[config.mk]
export PLATFORM = sky130hd
export DESIGN_NAME = sjk_bank
export DESIGN_NICKNAME = d
export VERILOG_FILES = /design/src/verilog/sjk_pkg.sv /design/src/verilog/sjk_cell.sv /design/src/verilog/sjk_bank.sv
export SDC_FILE = /design/constraint.sdc
export NUM_CORES = 1
export LEC_CHECK = 0
export ABC_AREA = 0
export BUFFER_PORTS_ARGS = -buffer_cell sky130_fd_sc_hd__buf_2
export CAP_MARGIN = 30
export CORE_ASPECT_RATIO = 0.9
export CORE_UTILIZATION = 44
export CTS_BUF_LIST = sky130_fd_sc_hd__clkbuf_2
export DETAILED_ROUTE_END_ITERATION = 16
export GPL_TIMING_DRIVEN = 0
export PLACE_DENSITY = 0.78
export SLEW_MARGIN = 20
export SYNTH_ARGS = -nofsm -noshare
export SYNTH_HDL_FRONTEND = slang
export SYNTH_HIERARCHICAL = 1
export SYNTH_SLANG_ARGS = --single-unit
[constraint.sdc]
create_clock -name pclk -period 2.5 [get_ports pclk]
set_clock_uncertainty 0.1 [all_clocks]
set_input_delay 0.25 -clock pclk [delete_from_list [all_inputs] [get_ports pclk]]
set_output_delay 0.25 -clock pclk [all_outputs]
set_load 0.005 [all_outputs]
[src/verilog/sjk_pkg.sv]
/*
 * Constants for the bank of single-bit storage elements: register
 * offsets, field positions, element indices and element feature masks.
 * Assumes a 32-bit APB slave with word-aligned registers.
 */
package sjk_pkg;

    // ------------------------------------------------------------------
    // Register map
    // ------------------------------------------------------------------
    localparam int          DATA_W      = 32;
    localparam logic [11:0] ADDR_CTRL   = 12'h000;
    localparam logic [11:0] ADDR_INPUT  = 12'h004;
    localparam logic [11:0] ADDR_STATE  = 12'h008;

    localparam int          CTRL_W      = 3;
    localparam int          CTRL_CLK    = 0;
    localparam int          CTRL_INIT   = 1;
    localparam int          CTRL_INV    = 2;
    localparam logic [2:0]  CTRL_RST    = 3'h0;

    localparam int          IN_W        = 8;
    localparam int          IN_D        = 0;
    localparam int          IN_SET      = 1;
    localparam int          IN_ZERO     = 2;
    localparam int          IN_CE       = 3;
    localparam int          IN_J        = 4;
    localparam int          IN_K        = 5;
    localparam int          IN_CLR      = 6;
    localparam int          IN_PRE      = 7;
    localparam logic [7:0]  IN_RST      = 8'h00;

    // ------------------------------------------------------------------
    // Elements
    // ------------------------------------------------------------------
    localparam int           NUM_ELEM   = 11;
    localparam int           E_DS       = 0;
    localparam int           E_DS_F     = 1;
    localparam int           E_DSE      = 2;
    localparam int           E_DSE_F    = 3;
    localparam int           E_DSR      = 4;
    localparam int           E_DSRE     = 5;
    localparam int           E_JKC      = 6;
    localparam int           E_JKCE     = 7;
    localparam int           E_JKCP     = 8;
    localparam int           E_JKCPE    = 9;
    localparam int           E_JKP      = 10;

    localparam logic [10:0]  JK_MASK    = 11'h7c0;
    localparam logic [10:0]  FALL_MASK  = 11'h00a;
    localparam logic [10:0]  CE_MASK    = 11'h2ac;
    localparam logic [10:0]  ZERO_MASK  = 11'h030;
    localparam logic [10:0]  CLR_MASK   = 11'h3c0;
    localparam logic [10:0]  PRE_MASK   = 11'h700;
    localparam logic [10:0]  INIT_MASK  = 11'h400;

    typedef enum logic [1:0] {
        SJK_SEL_CTRL,
        SJK_SEL_INPUT,
        SJK_SEL_STATE,
        SJK_SEL_NONE
    } sjk_sel_t;

endpackage

[src/verilog/sjk_cell.sv]
/*
 * One storage element of the bank, D or J-K kind chosen by parameters.
 * Assumes tick is a one-cycle pulse marking the element's active clock
 * edge, and that all inputs are on the pclk domain.
 */
`timescale 1ns/1ns
module sjk_cell #(
    parameter bit IS_JK    = 1'b0,
    parameter bit HAS_CE   = 1'b0,
    parameter bit HAS_ZERO = 1'b0,
    parameter bit HAS_CLR  = 1'b0,
    parameter bit HAS_PRE  = 1'b0,
    parameter bit INIT_ONE = 1'b0
) (
    input  wire logic pclk,
    input  wire logic presetn,
    input  wire logic init_act,
    input  wire logic tick,
    input  wire logic d,
    input  wire logic set_one,
    input  wire logic set_zero,
    input  wire logic ce,
    input  wire logic j,
    input  wire logic k,
    input  wire logic clr,
    input  wire logic pre,
    output logic      q
);

    // ------------------------------------------------------------------
    // Next state
    // ------------------------------------------------------------------
    logic q_r;
    logic q_nxt;
    logic en;
    logic clr_on;
    logic pre_on;
    logic d_next;
    logic jk_next;

    assign en      = tick & (~HAS_CE | ce);
    assign clr_on  = HAS_CLR & clr;
    assign pre_on  = HAS_PRE & pre;
    // Set before zero before data
    assign d_next  = set_one ? 1'b1 :
                     (HAS_ZERO & set_zero) ? 1'b0 :
                     d;
    assign jk_next = ({j, k} == 2'b00) ? q_r :
                     ({j, k} == 2'b01) ? 1'b0 :
                     ({j, k} == 2'b10) ? 1'b1 : ~q_r;

    // Async inputs act on every cycle, not only on ticks
    assign q_nxt = init_act ? INIT_ONE :
                   clr_on   ? 1'b0 :
                   pre_on   ? 1'b1 :
                   (!IS_JK && tick && set_one) ? 1'b1 :
                   (!IS_JK && tick && HAS_ZERO && set_zero)
                            ? 1'b0 :
                   en ? (IS_JK ? jk_next : d_next) : q_r;

    always_ff @(posedge pclk or negedge presetn) begin
        if (!presetn) begin
            q_r <= INIT_ONE;
        end else begin
            q_r <= q_nxt;
        end
    end

    assign q = q_r;

endmodule

[src/verilog/sjk_bank.sv]
/*
 * Bank of eleven single-bit storage elements behind an APB slave.
 * Software drives the element clock, the data and control inputs and
 * the initialization net; the element outputs are read back and also
 * leave as ports. Assumes a single 125 MHz pclk and an APB3 master.
 */
// Chosen here: the register addresses and the APB interface to the registers.
`timescale 1ns/1ns
module sjk_bank
    import sjk_pkg::*;
#(
    parameter int ADDR_W = 12
) (
    input  wire logic                 pclk,
    input  wire logic                 presetn,
    input  wire logic                 psel,
    input  wire logic                 penable,
    input  wire logic                 pwrite,
    input  wire logic [ADDR_W-1:0]    paddr,
    input  wire logic [DATA_W-1:0]    pwdata,
    output logic      [DATA_W-1:0]    prdata,
    output logic                      pready,
    output logic                      pslverr,
    output logic      [NUM_ELEM-1:0]  elem_q
);

    // ------------------------------------------------------------------
    // Elaboration checks
    // ------------------------------------------------------------------
    if (ADDR_W < 4 || ADDR_W > 12) begin : g_bad_addr
        $error("ADDR_W must be 4 to 12");
    end

    // ------------------------------------------------------------------
    // Address decode
    // ------------------------------------------------------------------
    function automatic sjk_sel_t reg_sel(input logic [ADDR_W-1:0] a);
        logic [11:0] wide;
        wide = 12'(a);
        if (wide == ADDR_CTRL) begin
            return SJK_SEL_CTRL;
        end else if (wide == ADDR_INPUT) begin
            return SJK_SEL_INPUT;
        end else if (wide == ADDR_STATE) begin
            return SJK_SEL_STATE;
        end
        return SJK_SEL_NONE;
    endfunction

    logic [CTRL_W-1:0]   ctl_r;
    logic [IN_W-1:0]     in_r;
    logic                clk_d_r;
    logic                pready_r;
    logic                pslverr_r;
    logic [DATA_W-1:0]   prdata_r;
    logic [NUM_ELEM-1:0] q_w;

    sjk_sel_t            sel;
    logic                setup;
    logic                access;
    logic                wr_ctl;
    logic                wr_in;
    logic [DATA_W-1:0]   rd_mux;

    assign sel    = reg_sel(paddr);
    assign setup  = psel & ~penable;
    assign access = psel & penable & pready_r;
    assign wr_ctl = access & pwrite & (sel == SJK_SEL_CTRL);
    assign wr_in  = access & pwrite & (sel == SJK_SEL_INPUT);
    assign rd_mux = (sel == SJK_SEL_CTRL)  ? DATA_W'(ctl_r) :
                    (sel == SJK_SEL_INPUT) ? DATA_W'(in_r)  :
                    (sel == SJK_SEL_STATE) ? DATA_W'(q_w)   :
                    32'h0000_0000;

    // ------------------------------------------------------------------
    // APB answer, one wait-free access phase
    // ------------------------------------------------------------------
    always_ff @(posedge pclk or negedge presetn) begin
        if (!presetn) begin
            pready_r  <= 1'b0;
            pslverr_r <= 1'b0;
            prdata_r  <= 32'h0000_0000;
        end else begin
            pready_r  <= setup;
            pslverr_r <= setup & (sel == SJK_SEL_NONE);
            prdata_r  <= (setup & ~pwrite) ? rd_mux : 32'h0000_0000;
        end
    end

    // ------------------------------------------------------------------
    // Control and input registers
    // ------------------------------------------------------------------
    always_ff @(posedge pclk or negedge presetn) begin
        if (!presetn) begin
            ctl_r   <= CTRL_RST;
            in_r    <= IN_RST;
            clk_d_r <= 1'b0;
        end else begin
            if (wr_ctl) begin
                ctl_r <= pwdata[CTRL_W-1:0];
            end
            if (wr_in) begin
                in_r <= pwdata[IN_W-1:0];
            end
            clk_d_r <= ctl_r[CTRL_CLK];
        end
    end

    // ------------------------------------------------------------------
    // Element clock edges and init net
    // ------------------------------------------------------------------
    // Edges of the software clock bit become one-cycle ticks; no real
    // second clock, so everything stays on pclk.
    logic tick_rise;
    logic tick_fall;
    logic init_act;

    assign tick_rise = ctl_r[CTRL_CLK] & ~clk_d_r;
    assign tick_fall = ~ctl_r[CTRL_CLK] & clk_d_r;
    assign init_act  = ctl_r[CTRL_INIT] ^ ctl_r[CTRL_INV];

    logic d_in;
    logic set_in;
    logic zero_in;
    logic ce_in;
    logic j_in;
    logic k_in;
    logic clr_in;
    logic pre_in;

    assign d_in    = in_r[IN_D];
    assign set_in  = in_r[IN_SET];
    assign zero_in = in_r[IN_ZERO];
    assign ce_in   = in_r[IN_CE];
    assign j_in    = in_r[IN_J];
    assign k_in    = in_r[IN_K];
    assign clr_in  = in_r[IN_CLR];
    assign pre_in  = in_r[IN_PRE];

    // ------------------------------------------------------------------
    // Element array
    // ------------------------------------------------------------------
    for (genvar i = 0; i < NUM_ELEM; i++) begin : g_elem
        logic tick_i;
        assign tick_i = FALL_MASK[i] ? tick_fall : tick_rise;
        sjk_cell #(
            .IS_JK    (JK_MASK[i]),
            .HAS_CE   (CE_MASK[i]),
            .HAS_ZERO (ZERO_MASK[i]),
            .HAS_CLR  (CLR_MASK[i]),
            .HAS_PRE  (PRE_MASK[i]),
            .INIT_ONE (INIT_MASK[i])
        ) u_cell (
            .pclk     (pclk),
            .presetn  (presetn),
            .init_act (init_act),
            .tick     (tick_i),
            .d        (d_in),
            .set_one  (set_in),
            .set_zero (zero_in),
            .ce       (ce_in),
            .j        (j_in),
            .k        (k_in),
            .clr      (clr_in),
            .pre      (pre_in),
            .q        (q_w[i])
        );
    end

    assign prdata  = prdata_r;
    assign pready  = pready_r;
    assign pslverr = pslverr_r;
    assign elem_q  = q_w;

    logic rise_ok;
    logic fall_ok;
    logic async_ok;
    assign rise_ok  = tick_rise & ~init_act;
    assign fall_ok  = tick_fall & ~init_act;
    assign async_ok = ~init_act & ~clr_in & ~pre_in;
endmodule

==> results.json <==
{
  "outcome": "complete, no violations",
  "cp_max_fo": 10,
  "hold_viol": 0,
  "area_growth_pct": 28.4,
  "synth_compound_area_frac": 0.0773,
  "slew_viol_final": 0,
  "clk_path_buf_depth": 2,
  "max-cap-violations": 0,
  "ys_seq_elements": 36,
  "start_util": 0.477,
  "antenna_found_initial": 0,
  "rsz0062_at_grt": "false",
  "multi_input_area_sq_um": 818,
  "yosysSeqAreaShare": 0.493,
  "grt.met1_usage": 0.223,
  "die_area_sq_um": 4420,
  "worstSkewPairLatency_ns": 0.37,
  "grt_busiest_layer": "met2",
  "reg2reg_to": "g_elem[9].u_cell/q",
  "whs_endpoint": "pready",
  "worst_pin_slew_ns": 0.775,
  "critPathCaptureType": "flop",
  "final_nets": 295,
  "seqCellArea_sq_um": 902,
  "placement.io_buffers": 47,
  "r2r_cells": 4,
  "gr-total-overflow": 0,
  "initialDrtViolationCount": 43,
  "hp-start": "psel",
  "grt_pass1_wl_um": 6110,
  "slew_headroom": 0.483,
  "hold_path.class": "in2reg",
  "required_ns": 2.67,
  "drt-wirelength-per-cell_um": 12.5,
  "final_cell_area_sq_um": 2350,
  "fin_crit_ns": 1.90,
  "synthAdderAreaFrac": 0,
  "path_clk_slew_ns": 0.17,
  "finalCritPeriodShare": 0.760,
  "cts.sinks": 36,
  "drt_first_pass_iters": 4,
  "yosys-top-cells-area": "dfrtp_1, buf_4, mux2_2",
  "synth_edf_count": 0,
  "fill_cells": 344,
  "whs_ns": 0.0385,
  "gp_congestion": 0.817,
  "via_count": 1453,
  "drive_gt1_frac": 0.417,
  "routed_via_density": 4.96,
  "critPathKind": "reg2reg",
  "grt_usage": 0.177,
  "h-tree-depth": 2,
  "gr-usage-met3": 0.0384,
  "tns_ns": 0,
  "diodes": 0,
  "reg2reg_slack_ns": 0.60,
  "dpl-instance-area_sq_um": 2200,
  "cts_buffers": 5,
  "synthCells": 160,
  "synth_flop_cell": "dfrtp_1",
  "hpwl_um": 2680,
  "ir_drop_mv": 0.217,
  "synth.distinct_cells": 41,
  "yosysTopAreaCell": "dfrtp_1",
  "dieWidth_um": 69.9,
  "finalSetupViolCount": 0,
  "yosys.area_share.xor_xnor": 0.00479,
  "die_y_um": 63.2,
  "synth_top_family_by_area": "simple AND/OR/NAND/NOR gates",
  "ios": 94,
  "worst_setup_path_start_kind": "flop",
  "final_common_cell": "buf_2",
  "synth-simple-area-share": 0.227,
  "synth_top_area_frac": 0.479,
  "core_area_sq_um": 3840,
  "synth_area_sq_um": 1830,
  "cts_root_buffer": "clkbuf_2",
  "synth_mux_area_frac": 0.0958,
  "p_per_area_nw_per_um2": 401,
  "drt_wl_total_um": 3660,
  "yosys_warnings": 6,
  "hold_depth": 2,
  "final_cell_mix": "buf_2, dfrtp_1, buf_4",
  "row_count": 21,
  "cts_tree": "yes",
  "avgSynthCellArea_sq_um": 11.4,
  "grt_pass1_vias": 1317,
  "reg2reg_from": "ctl_r[0]",
  "leakage_nw": 1.21,
  "use_met2": 0.297,
  "cp_data_arrival_time_ns": 2.07,
  "fmax_mhz": 526,
  "drtAntennaViolNets": 0,
  "synthArstFlopShare": 1.00,
  "grt_max_degree": 37,
  "cts_resized": 0,
  "drc": 0
}
[sequential cells by signal, summed over array words and instances, names as in the netlist]
signal           flops
g_elem.u_cell/q     11
prdata              11
in_r                 8
ctl_r                3
clk_d_r              1
pready               1
pslverr              1
[stage by stage]
stage	setup slack, ns	power, mW	cells	util
after detailed placement	0.333	0.686	274	0.574
after CTS	0.607	0.949	292	0.611
after global routing	0.457	0.986	293	0.612
after global placement	0.369	0.684	273	0.572
final	0.601	0.941	293	0.612
after floorplan	0.604	0.647	180	-
[power breakdown]
part           total, mW  internal, mW  switching (mW)
clock              0.254        0.0749           0.179
sequential         0.588         0.586         0.00197
combinational     0.0992        0.0545          0.0447
[cell families after synthesis]
logic type / count (synthesis)
buffers and inverters: 25
other: 1
XOR/XNOR: 1
flip-flops: 36
AO/OA/AOI/OAI: 19
multiplexers: 15
AND/OR/NAND/NOR: 63
[worst max-delay path: stages (launching register included)]
cell and delay, ns:
dfrtp_1 0.43, nor2b_1 0.53, buf_4 0.28, a311oi_1 0.11
a2111oi_2 0.35
[cell type report]
| type | instances | share of cell area |
|---|---|---|
| inverter | 1 | 0.00160 |
| sequential | 36 | 0.384 |
| clock inverter | 1 | 0.00160 |
| clock buffer | 7 | 0.0149 |
| tap | 46 | 0.0245 |
| multi-input combinational | 119 | 0.349 |
| buffer | 24 | 0.0762 |
| timing repair buffer | 59 | 0.148 |
[timing repair]
item | CTS | global route
hold buffers | 10 | 0
setup buffers | 0 | 0
hold endpoints to repair | 47 | 0
[synth_stat cells (2+ instances only)]
| library cell | n |
|---|---|
| a211oi_1 | 3 |
| a21oi_1 | 5 |
| a22oi_1 | 5 |
| a311oi_1 | 2 |
| and3_1 | 2 |
| buf_4 | 21 |
| clkbuf_1 | 2 |
| dfrtp_1 | 35 |
| mux2_2 | 8 |
| mux2_4 | 3 |
| mux2i_1 | 4 |
| nand2_1 | 7 |
| nand4_1 | 3 |
| nand4b_1 | 2 |
| nor2_1 | 17 |
| nor2b_1 | 5 |
| nor3_1 | 2 |
| nor4_1 | 4 |
| nor4_2 | 2 |
| nor4bb_1 | 2 |
| or2_2 | 3 |
| or3b_1 | 2 |
| or4_4 | 3 |
[per-layer routing]
metal	wire [um]	vias up	share of wire
met3	172	7	0.047
met4	51	0	0.014
met1	1650	683	0.45
met5	0	-	0
li1	-	717	-
met2	1780	46	0.49
[how the worst max path moves through the flow]
| stage | slack [ns] | end | start |
|---|---|---|---|
| floorplan | 0.60 | ctl_r[0] | paddr[11] |
| global placement | 0.37 | in_r[0] | paddr[11] |
| detailed placement | 0.33 | in_r[4] | paddr[11] |
| CTS | 0.61 | g_elem[9].u_cell/q | ctl_r[0] |
| global route | 0.46 | g_elem[9].u_cell/q | ctl_r[0] |
| finish | 0.60 | g_elem[9].u_cell/q | ctl_r[0] |
(Power assumes the default switching activity.)
